<file path="config.mk">
export PLATFORM = sky130hd
export DESIGN_NAME = line_interface_control_regs
export DESIGN_NICKNAME = d
export VERILOG_FILES = /design/src/verilog/line_if_pkg.sv /design/src/verilog/line_interface_control_regs.sv
export VERILOG_INCLUDE_DIRS = /design/src /design/src/verilog
export SDC_FILE = /design/constraint.sdc
export NUM_CORES = 1
export LEC_CHECK = 0
export BUFFER_PORTS_ARGS = -buffer_cell sky130_fd_sc_hd__buf_2
export CAP_MARGIN = 20
export CORE_ASPECT_RATIO = 0.9
export CORE_UTILIZATION = 25
export CTS_BUF_LIST = sky130_fd_sc_hd__clkbuf_2 sky130_fd_sc_hd__clkbuf_4 sky130_fd_sc_hd__clkbuf_8
export DETAILED_ROUTE_END_ITERATION = 10
export PLACE_DENSITY = 0.47
export SYNTH_ARGS = -nofsm -noshare
export SYNTH_HDL_FRONTEND = slang
export SYNTH_SLANG_ARGS = --single-unit
</file>
<file path="constraint.sdc">
create_clock -name mclk -period 2.8 [get_ports mclk]
set_input_delay 0.28 -clock mclk [delete_from_list [all_inputs] [get_ports mclk]]
set_output_delay 0.28 -clock mclk [all_outputs]
set_load 0.02 [all_outputs]
</file>
<file path="src/verilog/line_if_defs.svh">
// constants of the line interface control register bank
`ifndef LINE_IF_DEFS_SVH
`define LINE_IF_DEFS_SVH
// register indexes, byte address is four times the index
`define IDX_CTRL_ONE 6'h05
`define IDX_CTRL_TWO 6'h06
`define IDX_RSVD_SEVEN 6'h07
`define IDX_IRQ_STATUS 6'h08
`define IDX_IRQ_MASK 6'h09
`define IDX_CONFIG 6'h0a
// line_control_one fields
`define B_RING_NEG 6
`define B_RING_POS 5
`define B_ONHOOK_MONITOR_ENABLE 3
`define B_RDT 2
`define B_OH 0
`define CTRL_ONE_WMASK 8'h09
// line_control_two fields
`define B_TX_HI 6
`define B_RX_HI 5
`define B_PDL 4
`define B_PDN 3
`define B_TX_LO 1
`define B_RX_LO 0
`define CTRL_TWO_RST 8'h70
`define CTRL_TWO_WMASK 8'h73
// config and interrupt fields
`define B_MODE 0
`define B_PIN_EN 1
`define B_SYS_RESTART 2
`define B_EV_RING_ON 0
`define B_EV_RING_OFF 1
// timing
`define MCLK_KHZ 125000
`define MCLK_MHZ 125
`define RING_HOLD_MS 4500
`define RING_HOLD_CYC (64'(`RING_HOLD_MS) * 64'(`MCLK_KHZ))
`define OFFHOOK_HOLD_US 1000
`define OFFHOOK_HOLD_CYC (64'(`OFFHOOK_HOLD_US) * 64'(`MCLK_MHZ))
`endif

</file>
<file path="src/verilog/line_if_pkg.sv">
// types of the line interface control register bank
package line_if_pkg;
  typedef enum logic [1:0] {HOOK_ON, HOOK_OFF, HOOK_HOLDOFF} hook_state_e;
  typedef logic [1:0] level_code_t;
  typedef logic [7:0] reg8_t;
endpackage

</file>
<file path="src/verilog/line_interface_control_regs.sv">
// line interface control registers five to seven behind an avalon-mm slave
//
// Register access over Avalon-MM was decided locally.
`timescale 1ns/1ps
`include "line_if_defs.svh"

// Overview of operation
// - negative-ring flag, reg five bit 6, follows negative ring presence.
// - positive-ring flag, reg five bit 5, follows positive ring presence.
// - ring indicator sets on ring, clears 4.5 s after last ring or off-hook.
// - on-hook monitor bit puts the line side in low-power monitoring.
// - off-hook is the request bit ORed with the enabled off-hook pin.
// - mode bit forces on-hook without hold-off, immediate return when cleared.
// - transmit level field picks -20, -32 dB, mute or -26 dB.
// - receive level field picks 0, -12 dB, mute or -6 dB.
// - line-side power-down bit lowers line-side chip power.
// - system power-down sticks until the internal restart of that module.
module line_interface_control_regs
  import line_if_pkg::*;
#(
  parameter logic [29:0] RING_HOLD_CYC = 30'(`RING_HOLD_CYC),
  parameter logic [16:0] OFFHOOK_HOLD_CYC = 17'(`OFFHOOK_HOLD_CYC)
)
(
  input wire logic mclk,
  input wire logic rstn,
  input wire logic ce,
  input wire logic [7:0] avs_address,
  input wire logic avs_read,
  input wire logic avs_write,
  input wire logic [31:0] avs_writedata,
  input wire logic [3:0] avs_byteenable,
  output logic [31:0] avs_readdata,
  output logic avs_waitrequest,
  input wire logic ring_neg_in,
  input wire logic ring_pos_in,
  input wire logic offhook_pin,
  output logic offhook_out,
  output logic onhook_monitor,
  output logic line_side_powerdown,
  output logic system_side_powerdown,
  output logic [5:0] tx_atten_db,
  output logic tx_mute,
  output logic [5:0] rx_atten_db,
  output logic rx_mute,
  output logic irq
);

  // ---------------------------------------------------------------
  // reset release
  // ---------------------------------------------------------------
  logic rst_meta;
  logic rst_n;

  // async assert, release after two edges
  always_ff @(posedge mclk or negedge rstn)
  begin
    if (!rstn)
    begin
      rst_meta <= 1'b0;
      rst_n <= 1'b0;
    end
    else
    begin
      rst_meta <= 1'b1;
      rst_n <= rst_meta;
    end
  end

  // ---------------------------------------------------------------
  // bus slave
  // ---------------------------------------------------------------
  function automatic logic hit(input logic [7:0] addr, input logic [5:0] idx);
    hit = (addr[7:2] == idx) && (addr[1:0] == 2'b00);
  endfunction

  // attenuation magnitude in dB for a level code, tx table or rx table
  function automatic logic [5:0] atten(input level_code_t code, input logic is_tx);
    case (code)
      2'b00: atten = is_tx ? 6'd20 : 6'd0;
      2'b01: atten = is_tx ? 6'd32 : 6'd12;
      2'b11: atten = is_tx ? 6'd26 : 6'd6;
      default: atten = 6'd0;
    endcase
  endfunction

  logic ack_reg;
  reg8_t one_reg;
  reg8_t two_reg;
  logic [1:0] status_reg;
  logic [1:0] mask_reg;
  logic [1:0] cfg_reg;
  logic rdt_reg;
  logic [29:0] ring_cnt_reg;
  logic [16:0] hold_cnt_reg;
  hook_state_e hook_state;
  logic [31:0] rdata_reg;

  // one wait cycle, answer in the second cycle of every request while ce stays high
  wire req = avs_read | avs_write;
  wire wr_go = ce & avs_write & ack_reg & avs_byteenable[0];
  wire sel_one = hit(avs_address, `IDX_CTRL_ONE);
  wire sel_two = hit(avs_address, `IDX_CTRL_TWO);
  wire sel_stat = hit(avs_address, `IDX_IRQ_STATUS);
  wire sel_mask = hit(avs_address, `IDX_IRQ_MASK);
  wire sel_cfg = hit(avs_address, `IDX_CONFIG);
  wire [7:0] wdata = avs_writedata[7:0];
  wire mode = cfg_reg[`B_MODE];
  wire pin_en = cfg_reg[`B_PIN_EN];
  wire sys_restart = wr_go & sel_cfg & wdata[`B_SYS_RESTART];

  assign avs_waitrequest = req & ~ack_reg;
  assign avs_readdata = rdata_reg;

  // read view, reserved positions are constant zero
  wire [7:0] one_view = {1'b0, ring_neg_in, ring_pos_in, 1'b0,
                         one_reg[`B_ONHOOK_MONITOR_ENABLE], rdt_reg, 1'b0, one_reg[`B_OH]};
  wire [7:0] two_view = two_reg & `CTRL_TWO_WMASK | {4'h0, system_side_powerdown, 3'h0};
  wire [7:0] rd_mux = sel_one ? one_view :
                      sel_two ? two_view :
                      sel_stat ? {6'h00, status_reg} :
                      sel_mask ? {6'h00, mask_reg} :
                      sel_cfg ? {6'h00, cfg_reg} : 8'h00;

  // handshake and read capture; unmapped and register seven read zero
  always_ff @(posedge mclk or negedge rst_n)
  begin
    if (!rst_n)
    begin
      ack_reg <= 1'b0;
      rdata_reg <= 32'h0000_0000;
    end
    else if (ce)
    begin
      ack_reg <= req & ~ack_reg;
      if (avs_read & ~ack_reg)
        rdata_reg <= {24'h00_0000, rd_mux};
    end
  end

  // ---------------------------------------------------------------
  // control registers
  // ---------------------------------------------------------------
  // power-down of system side lives outside two_reg since a zero write must not clear it
  always_ff @(posedge mclk or negedge rst_n)
  begin
    if (!rst_n)
    begin
      one_reg <= 8'h00;
      two_reg <= `CTRL_TWO_RST;
      cfg_reg <= 2'b00;
      mask_reg <= 2'b00;
      system_side_powerdown <= 1'b0;
    end
    else if (ce)
    begin
      if (wr_go & sel_one)
        one_reg <= wdata & `CTRL_ONE_WMASK;
      if (wr_go & sel_two)
        two_reg <= wdata & `CTRL_TWO_WMASK;
      if (wr_go & sel_cfg)
        cfg_reg <= wdata[1:0];
      if (wr_go & sel_mask)
        mask_reg <= wdata[1:0];
      if (sys_restart)
        system_side_powerdown <= 1'b0;
      else if (wr_go & sel_two & wdata[`B_PDN])
        system_side_powerdown <= 1'b1;
    end
  end

  // ---------------------------------------------------------------
  // hook control
  // ---------------------------------------------------------------
  // hold-off after a normal on-hook keeps the line from bouncing straight back
  wire want_off = one_reg[`B_OH] | (offhook_pin & pin_en);
  hook_state_e hook_next;
  always_comb
  begin
    hook_next = hook_state;
    case (hook_state)
      HOOK_ON:
        if (want_off & ~mode)
          hook_next = HOOK_OFF;
      HOOK_OFF:
        if (mode)
          hook_next = HOOK_ON;
        else if (~want_off)
          hook_next = HOOK_HOLDOFF;
      HOOK_HOLDOFF:
        if (mode | (hold_cnt_reg == 17'd1))
          hook_next = HOOK_ON;
      default:
        hook_next = HOOK_ON;
    endcase
  end

  // hook state and hold-off counter
  always_ff @(posedge mclk or negedge rst_n)
  begin
    if (!rst_n)
    begin
      hook_state <= HOOK_ON;
      hold_cnt_reg <= 17'd0;
    end
    else if (ce)
    begin
      hook_state <= hook_next;
      if (hook_next == HOOK_HOLDOFF && hook_state == HOOK_OFF)
        hold_cnt_reg <= OFFHOOK_HOLD_CYC;
      else if (hold_cnt_reg != 17'd0)
        hold_cnt_reg <= hold_cnt_reg - 17'd1;
    end
  end

  assign offhook_out = (hook_state == HOOK_OFF);
  assign onhook_monitor = one_reg[`B_ONHOOK_MONITOR_ENABLE] & ~offhook_out;

  // ---------------------------------------------------------------
  // ring indicator and interrupts
  // ---------------------------------------------------------------
  // the hold time uses the short end of the allowed window
  wire ring_any = ring_neg_in | ring_pos_in;
  wire rdt_next = offhook_out ? 1'b0 :
                  ring_any ? 1'b1 :
                  (ring_cnt_reg == 30'd1) ? 1'b0 : rdt_reg;
  wire [1:0] events = {rdt_reg & ~rdt_next, rdt_next & ~rdt_reg};
  wire [1:0] w1c = (wr_go & sel_stat) ? wdata[1:0] : 2'b00;

  // events win over a same-cycle clear
  always_ff @(posedge mclk or negedge rst_n)
  begin
    if (!rst_n)
    begin
      rdt_reg <= 1'b0;
      ring_cnt_reg <= 30'd0;
      status_reg <= 2'b00;
    end
    else if (ce)
    begin
      rdt_reg <= rdt_next;
      if (ring_any)
        ring_cnt_reg <= RING_HOLD_CYC;
      else if (ring_cnt_reg != 30'd0)
        ring_cnt_reg <= ring_cnt_reg - 30'd1;
      status_reg <= (status_reg & ~w1c) | events;
    end
  end

  assign irq = |(status_reg & mask_reg);

  // ---------------------------------------------------------------
  // call-progress levels and line-side power
  // ---------------------------------------------------------------
  wire [1:0] tx_code = {two_reg[`B_TX_HI], two_reg[`B_TX_LO]};
  wire [1:0] rx_code = {two_reg[`B_RX_HI], two_reg[`B_RX_LO]};

  // registered so the analog side sees glitch-free codes
  always_ff @(posedge mclk or negedge rst_n)
  begin
    if (!rst_n)
    begin
      tx_atten_db <= 6'd0;
      tx_mute <= 1'b0;
      rx_atten_db <= 6'd0;
      rx_mute <= 1'b0;
      line_side_powerdown <= 1'b1;
    end
    else if (ce)
    begin
      tx_atten_db <= atten(tx_code, 1'b1);
      tx_mute <= (tx_code == 2'b10);
      rx_atten_db <= atten(rx_code, 1'b0);
      rx_mute <= (rx_code == 2'b10);
      line_side_powerdown <= two_reg[`B_PDL];
    end
  end

  // ---------------------------------------------------------------
  // assertions
  // ---------------------------------------------------------------
  wire rd_done = avs_read & ~avs_waitrequest;

  a_ring_neg_read: assert property (@(posedge mclk) disable iff (!rst_n)
    rd_done && sel_one && $past(ce) |-> avs_readdata[6] == $past(ring_neg_in))
    else $error("negative ring flag read wrong");
  a_ring_pos_read: assert property (@(posedge mclk) disable iff (!rst_n)
    rd_done && sel_one && $past(ce) |-> avs_readdata[5] == $past(ring_pos_in))
    else $error("positive ring flag read wrong");
  a_ring_offhook_clear: assert property (@(posedge mclk) disable iff (!rst_n)
    ce && offhook_out |=> !rdt_reg)
    else $error("ring indicator not cleared off-hook");
  a_ring_sets: assert property (@(posedge mclk) disable iff (!rst_n)
    ce && ring_any && !offhook_out |=> rdt_reg && ring_cnt_reg == RING_HOLD_CYC)
    else $error("ring indicator not set on ring");
  a_monitor_mode: assert property (@(posedge mclk) disable iff (!rst_n)
    one_reg[`B_ONHOOK_MONITOR_ENABLE] && hook_state != HOOK_OFF |-> onhook_monitor)
    else $error("monitor mode missing on-hook");
  a_offhook_follow: assert property (@(posedge mclk) disable iff (!rst_n)
    ce && want_off && !mode && hook_state == HOOK_ON |=> offhook_out)
    else $error("off-hook request not followed");
  a_mode_onhook: assert property (@(posedge mclk) disable iff (!rst_n)
    ce && mode && offhook_out |=> hook_state == HOOK_ON && hold_cnt_reg == $past(hold_cnt_reg))
    else $error("mode bit did not drop hook cleanly");
  a_tx_level: assert property (@(posedge mclk) disable iff (!rst_n)
    ce && tx_code == 2'b01 |=> tx_atten_db == 6'd32 && !tx_mute)
    else $error("transmit level wrong");
  a_rx_level: assert property (@(posedge mclk) disable iff (!rst_n)
    ce && rx_code == 2'b10 |=> rx_mute)
    else $error("receive mute wrong");
  a_line_pd: assert property (@(posedge mclk) disable iff (!rst_n)
    wr_go && sel_two ##1 ce |=> line_side_powerdown == $past(wdata[`B_PDL], 2))
    else $error("line power-down not applied");
  a_sys_pd_sticky: assert property (@(posedge mclk) disable iff (!rst_n)
    system_side_powerdown && !sys_restart |=> system_side_powerdown)
    else $error("system power-down released early");
  a_rsvd_zero: assert property (@(posedge mclk) disable iff (!rst_n)
    rd_done && (hit(avs_address, `IDX_RSVD_SEVEN) || sel_one) |->
    (avs_readdata & 32'hffff_ff92) == 32'h0000_0000)
    else $error("reserved bits not zero");

  c_ring_cycle: cover property (@(posedge mclk) disable iff (!rst_n) $fell(rdt_reg));
  c_offhook: cover property (@(posedge mclk) disable iff (!rst_n) $rose(offhook_out));
  c_holdoff: cover property (@(posedge mclk) disable iff (!rst_n) hook_state == HOOK_HOLDOFF);
  c_irq: cover property (@(posedge mclk) disable iff (!rst_n) $rose(irq));

endmodule
</file>
* Yosys cells after proc, flatten, opt, wreduce, memory -nomap -nowiden *
Index checks and enable logic that the tools add are counted.

storage, ports and cells
  flip-flop bits (word level) = 90
  input port bits = 52
  output and inout bits = 52
  word-level logic and storage cells = 113

operators by class
  $add $sub $neg = 2
  equality and inequality tests = 16
  multiplexer cells = 22
  bitwise logic cells = 31
  reductions and logical operators = 23

operator list
  kind                   number
  $mux 30                2
  $mux 17                2
  $eq 30x1->1 const B    1
  $reduce_bool 30->1     1
  $sub 30x1->30 const B  1
  $eq 6x4->1 const B     3
  $pmux 6 s3             1
  $and 1x1->1            17
  $eq 17x1->1 const B    1
  $reduce_bool 17->1     1
  $sub 17x1->17 const B  1
  $mux 2                 8
  $reduce_and 2->1       8
  $mux 7                 2
  $eq 2x2->1 const B     6
  $eq 6x3->1 const B     2
  $pmux 4 s2             1
  $or 7x4->7             1
  $eq 2x1->1 const B     3
  $logic_and 1x1->1      6
  $logic_not 2->1        3
  $pmux 2 s3             1
  $reduce_bool 2->1      3
  $mux 1                 5
  other kinds (6)        14

* Longest topological paths before layout *
Gate-level depths: netlist of the first run.

  word-level depth = 9
  mapped depth = 8
  gate-level depth less buffers = 7

* Worst setup path after synthesis of the first run *
Ideal clock, no wire load.

  path type = reg-to-reg
  start point = reg ring_cnt_reg[4]
  end point = reg ring_cnt_reg[23]
  setup time = 132 ps
  arrival = 2,135 ps
  required time = 2,668 ps
  slack = 533 ps
  cell stages (with the launch flop) = 7
  buffers on the path = 1
  clock period less this slack = 2,267 ps
  path through = dfrtp_1 or4_4 buf_6 or3_4 o31ai_4 nor3_1 or3b_1

on the way
  cells in the longest elaborated chain, start to end = 3
  elaborated cells between the ends (all ways) = 6
  classes of those cells = 1 x add/sub; 2 x mux; 3 x reduce/logical

RTL lines
  element                                              line                                                                    RTL
  start: declaration                                   line_interface_control_regs.sv:94                                       logic [29:0] ring_cnt_reg;
  start signal: assignment                             line_interface_control_regs.sv:245                                      ring_cnt_reg <= ring_cnt_reg - 30'd1;
  $sub 30x1->30 or $reduce_bool 30->1 (tied branches)  line_interface_control_regs.sv:245, line_interface_control_regs.sv:244
  $mux 30 or $reduce_bool 2->1 (tied branches)         -
  $mux 30 or $reduce_and 2->1 (tied branches)          -

Several ways; a longest one is shown, not always the timed one. The select of a mux whose other input is x is not followed.
A chain may end at the register's enable or synchronous reset.

* Worst setup path after layout of the first run *
  start point = reg ring_cnt_reg[10]
  end point = reg ring_cnt_reg[29]

Same word-level chain as after synthesis.

==> results of run 1 <==
## critical path: stages, from the launching register on
cell     delay [ns]
dfrtp_1        0.46
or4b_1         0.69
nor4b_4        0.30
o31ai_4        0.13
buf_4          0.19
or4_1          0.50
nand3_1        0.09
## metal layers
metal | part of all wire [%] | wire length [um]
met2 | 44 | 4605
met4 | 1.2 | 127
met5 | 0.096 | 10
met1 | 50 | 5150
met3 | 4.6 | 480
## cell families after synthesis
family / after synthesis / share of synthesized area (%)
xor gates and xnor gates: 17 / 3.224
and+or+nand+nor: 189 / 22.79
DFF: 84 / 45.62
other: 2 / 0.1626
buffers and inverters: 62 / 7.911
AOI/OAI and AO/OA: 88 / 12.60
adders and majority gates: 9 / 2.438
muxes: 22 / 5.256
## cells in the mapped netlist (8+ instances only)
cell type	number
nor2_1	35
nand2_1	41
clkbuf_1	11
buf_4	31
nand3_1	17
nor4_1	14
or4_1	10
ha_1	9
or3_1	21
o31ai_1	8
xnor2_1	10
mux2_2	18
inv_1	15
dfrtp_1	80
nor3_1	12
o21ai_0	35
a21oi_1	14
## power breakdown
part	internal (uW)	switching (uW)
combinational	198	280
sequential	1340	134
clock	433	491
total	1970	906
## metrics by stage
step | cell area (sq um) | power, uW
after floorplan | 4723 | 1862
after global placement | 5046 | 1948
after detailed placement | 5046 | 1969
after CTS | 5259 | 2899
after global routing | 5286 | 3030
final | 5286 | 2875
## worst max-delay path by stage
| stage | startpoint | end | slack, ns | cells past startpoint |
|---|---|---|---|---|
| CTS | ring_cnt_reg[10] | ring_cnt_reg[29] | 0.33 | 6 |
| finish | ring_cnt_reg[10] | ring_cnt_reg[29] | 0.35 | 6 |
| floorplan | rst_n | ack_reg | 0.29 | 0 |
| detailed placement | ring_cnt_reg[10] | ring_cnt_reg[29] | 0.36 | 6 |
| global route | ring_cnt_reg[10] | ring_cnt_reg[29] | 0.24 | 6 |
| global placement | ring_cnt_reg[10] | ring_cnt_reg[29] | 0.38 | 6 |
## layout make-up
cell class / instances / area, sq um / area share (%)
Clock buffer: 10 / 131.4 / 2.485
Tap cell: 240 / 300.3 / 5.680
Sequential cell: 84 / 2111 / 39.93
Inverter: 15 / 56.30 / 1.065
Timing Repair Buffer: 61 / 365.4 / 6.911
Multi-Input combinational cell: 355 / 2251 / 42.58
Clock inverter: 6 / 71.32 / 1.349
==> impl_metrics.json, run 1 <==
{
  "status": "finished clean",
  "die_y_um": 130.9,
  "diodes": 0,
  "reg2reg_depth": 6,
  "min_period_over_period_pct": 87.45,
  "finClkSkew_ns": 0.02273,
  "most-common-layout-cells": "dfrtp_1, buf_2, nand2_1",
  "coreArea_sq_um": 17840,
  "post_cts_buffers": 0,
  "synth_ff_type": "dfrtp_1",
  "relSlewSlack_pct": 49.33,
  "numCtsBuffers": 9,
  "drc": 0,
  "portBuffers": 46,
  "root_buffer": "clkbuf_8",
  "grt_max_degree": 83,
  "use_met1_pct": 15.47,
  "pre_cts_slack_ns": 0.3616,
  "hold_slack_ns": 0.08480,
  "synth_area_per_cell_sq_um": 9.764,
  "yosys_warnings": 0,
  "cts_hold_buf": 1,
  "gp_congestion": 0.7728,
  "yosys.area.top_type_share_pct": 43.35,
  "rsz0062_at_grt": "no",
  "drt-pass1-iter-count": 4,
  "synth_area_leaders": "dfrtp_1, buf_4, mux2_2",
  "drt_iter0_markers": 180,
  "finalHoldViolCount": 0,
  "post_drt_wl_per_cell_um": 13.45,
  "htree_levels": 3,
  "drive_above_1_share_pct": 21.09,
  "p_leak_uw": 0.002242,
  "dp_hpwl_um": 7376,
  "syn_inst": 473,
  "dp.cells": 753,
  "die_w_um": 145.3,
  "critPathCaptureType": "flop",
  "crit_required_ns": 3.09,
  "synth_edf_count": 0,
  "crit_arrival_ns": 2.74,
  "via_count": 3607,
  "clock_latency_ns": 0.37,
  "fmax_ghz": 0.4084,
  "cts-resized-gates": 0,
  "global_route.usage.met3_pct": 2.778,
  "maxSlewViolCount": 0,
  "cap_violations": 0,
  "r2r_setup_slack_ns": 0.35,
  "cts.reportedPaths.clkPinSlew_ns": 0.10,
  "grt_usage_pct": 11.61,
  "p_per_area_nw_per_um2": 543.9,
  "busiest_layer": "met2",
  "setup.worst_path.class": "flop to flop",
  "cts_buffer_depth": 2,
  "grt_pass1_vias": 3496,
  "whs_endpoint": "system_side_powerdown",
  "largest_register_ffs": 30,
  "fin_setup_tns_ns": 0,
  "drt-total-wl_um": 10370,
  "via_per_inst": 4.678,
  "antenna_left": 0,
  "setup_viol": 0,
  "timing.rr.end": "ring_cnt_reg[29]",
  "gr-usage-met2_pct": 18.52,
  "layout_commonest_cell": "dfrtp_1",
  "rows": 46,
  "clock-sinks": 84,
  "grt_pass1_wl_um": 17710,
  "ir_drop_mv": 0.2732,
  "hp-class": "primary input to flop",
  "syn_area_sq_um": 4618,
  "synth.distinct_cells": 63,
  "finalNetCount": 587,
  "ys_seq_area_share_pct": 45.62,
  "nFillCells": 1931,
  "path_max_fanout": 10,
  "start_util_pct": 25.88,
  "fin_crit_ns": 2.449,
  "tightest_slew_ns": 0.7600,
  "antenna_found_initial": 1,
  "finalNonFillerCells": 771,
  "min_from": "avs_writedata[2]",
  "setup_ws_ns": 0.3514,
  "critPathLaunchType": "flop",
  "min_delay_path_depth": 2,
  "async_flop_share_pct": 100.0,
  "cts_tree": "done",
  "overflow": 0,
  "synth-seq-cells": 84,
  "die_area_sq_um": 19020,
  "fin_util_pct": 29.63,
  "synth.largest_area_cell": "dfrtp_1",
  "io_pins": 104,
  "area_growth_pct": 14.47,
  "r2r_start": "ring_cnt_reg[10]"
}
(Power assumes the default switching activity.)
==> run 2, diff against run 1 <==
CORE_UTILIZATION = 45   (was 25)
CTS_CLUSTER_DIAMETER = 60   (was default)
PLACE_DENSITY = 0.72   (was 0.47)
==> run 2 against run 1 <==
Via count decreased by 0.36%. Clock skew shrank 0.011 ns. Global-route usage up 7.2 points. First-iteration DRC count up 59%. Cell area shrank 3.0%. Flip-flop and latch count is the same. Maximum frequency shrank 0.41%. Clock-buffer cell count did not move. Die area shrank 44%. Critical endpoint unchanged. Highest routed layer is now met4.
==> impl_metrics.json, run 2 (synthesized netlist as in run 1, its figures left out) <==
{
  "rows": 34,
  "largest_register_ffs": 30,
  "portBuffers": 46,
  "grt_usage_pct": 18.80,
  "antenna_found_initial": 0,
  "diodes": 0,
  "reg2reg_depth": 6,
  "io_pins": 104,
  "antenna_left": 0,
  "hp-class": "primary input to flop",
  "placedInstanceArea_sq_um": 4881,
  "critPathCaptureType": "flop",
  "r2r_start": "ring_cnt_reg[8]",
  "drt-total-wl_um": 9373,
  "path_max_fanout": 9,
  "post_cts_buffers": 0,
  "rsz0062_at_grt": "no",
  "ff_latch_area_sq_um": 2111,
  "status": "finished clean",
  "worstSetupStartpoint": "ring_cnt_reg[8]",
  "crit_arrival_ns": 2.74,
  "fmax_ghz": 0.4067,
  "gp_congestion": 0.7980,
  "cts_tree": "done",
  "total_power_uw": 2843,
  "min_from": "avs_writedata[2]",
  "p_leak_uw": 0.002234,
  "setup_viol": 0,
  "most-common-layout-cells": "dfrtp_1, buf_2, nand2_1",
  "p_comb_share_pct": 16.6,
  "clock-sinks": 84,
  "layout_commonest_cell": "dfrtp_1",
  "ir_drop_mv": 0.2743,
  "cap_violations": 0,
  "p_seq_share_pct": 51.8,
  "relSlewSlack_pct": 54.06,
  "drc": 0,
  "drt_iter0_markers": 287,
  "final_area_sq_um": 5127,
  "drt-pass1-iter-count": 5,
  "via_count": 3594,
  "clock_latency_ns": 0.35,
  "numCtsBuffers": 9,
  "min_delay_path_depth": 2,
  "finalHoldViolCount": 0,
  "r2r_setup_slack_ns": 0.34,
  "start_util_pct": 47.00,
  "power.internal_uw": 1982,
  "drive_above_1_share_pct": 20.64,
  "maxSlewViolCount": 0,
  "power_frac_clock_pct": 31.6,
  "fin_setup_tns_ns": 0,
  "cts_hold_buf": 1,
  "p_sw_uw": 861.1,
  "grt_pass1_wl_um": 15940,
  "die_area_sq_um": 10670,
  "p_sw_share_pct": 30.29,
  "fin_crit_ns": 2.459,
  "post_drt_wl_per_cell_um": 14.33,
  "coreArea_sq_um": 9827,
  "overflow": 0,
  "finalNetCount": 584,
  "die_w_um": 108.8,
  "timing.rr.end": "ring_cnt_reg[29]",
  "whs_endpoint": "system_side_powerdown",
  "cts.reportedPaths.clkPinSlew_ns": 0.09,
  "via_per_inst": 5.495,
  "finClkSkew_ns": 0.01166,
  "crit_required_ns": 3.09,
  "root_buffer": "clkbuf_8",
  "grt_pass1_vias": 3429,
  "tightest_slew_ns": 0.6892,
  "min_period_over_period_pct": 87.81,
  "grt_max_degree": 83,
  "nFillCells": 908,
  "critPathLaunchType": "flop",
  "area_growth_pct": 11.03,
  "p_per_area_nw_per_um2": 554.5,
  "multiInputGateArea_sq_um": 2251,
  "cts_buffer_depth": 2,
  "setup.worst_path.class": "flop to flop",
  "htree_levels": 3,
  "die_y_um": 98.11,
  "dp_hpwl_um": 6623,
  "cts-resized-gates": 0
}
[run 2: cell types whose count changed in the layout (fill, tap and decap cells not counted), sizes merged]
cell / delta
buf: -3
inv: -1
clkinv: +2
clkinvlp: -1
[run 2: metal layers]
layer / up-vias / GRT usage (%) / routed length, um
met5: - / 0 / 0
met4: 0 / 4.678 / 84
met3: 9 / 4.206 / 516
met2: 95 / 30.77 / 4394
met1: 1736 / 25.13 / 4378
li1: 1754 / - / -
[run 2: worst max-delay path, stage by stage, from the launching register on]
cell and delay, ns:
dfrtp_1 0.41, or4_1 0.68, nor4b_4 0.34, o31ai_4 0.16, buf_4 0.20, or4_1 0.51, nand3_1 0.10
[run 2: through the flow]
stage | util [%] | std cells | worst slack, ns | hold slack (ns)
after floorplan | - | 501 | 0.2942 | -0.01559
after global placement | 49.67 | 636 | 0.4013 | 0.06548
after detailed placement | 49.67 | 636 | 0.3496 | 0.06639
after CTS | 51.90 | 653 | 0.3443 | 0.08902
after global routing | 52.18 | 654 | 0.2226 | 0.08387
final | 52.18 | 654 | 0.3414 | 0.09984
[run 2: worst max path at each step]
stage / to / slack [ns]
final: ring_cnt_reg[29] / 0.34
after global routing: ring_cnt_reg[13] / 0.22
after CTS: ring_cnt_reg[29] / 0.34
after detailed placement: ring_cnt_reg[29] / 0.35
after global placement: ring_cnt_reg[29] / 0.40
after floorplan: ack_reg / 0.29
[run 2: power groups by stage]
stage                     logic [uW]  clock network (uW)  registers (uW)
after floorplan                  386                   0            1480
after global placement           432                   0            1500
after detailed placement         448                   0            1510
after CTS                        452                 931            1490
after global routing             536                 980            1500
final                            473                 899            1470
[run 2: area by class of cell]
class,instances,share of cell area [%]
inverter,15,1.098
clock inverter,6,1.391
multi-input combinational,355,43.90
sequential,84,41.17
clock buffer,10,2.684
timing repair buffer,58,6.686
tap,126,3.075
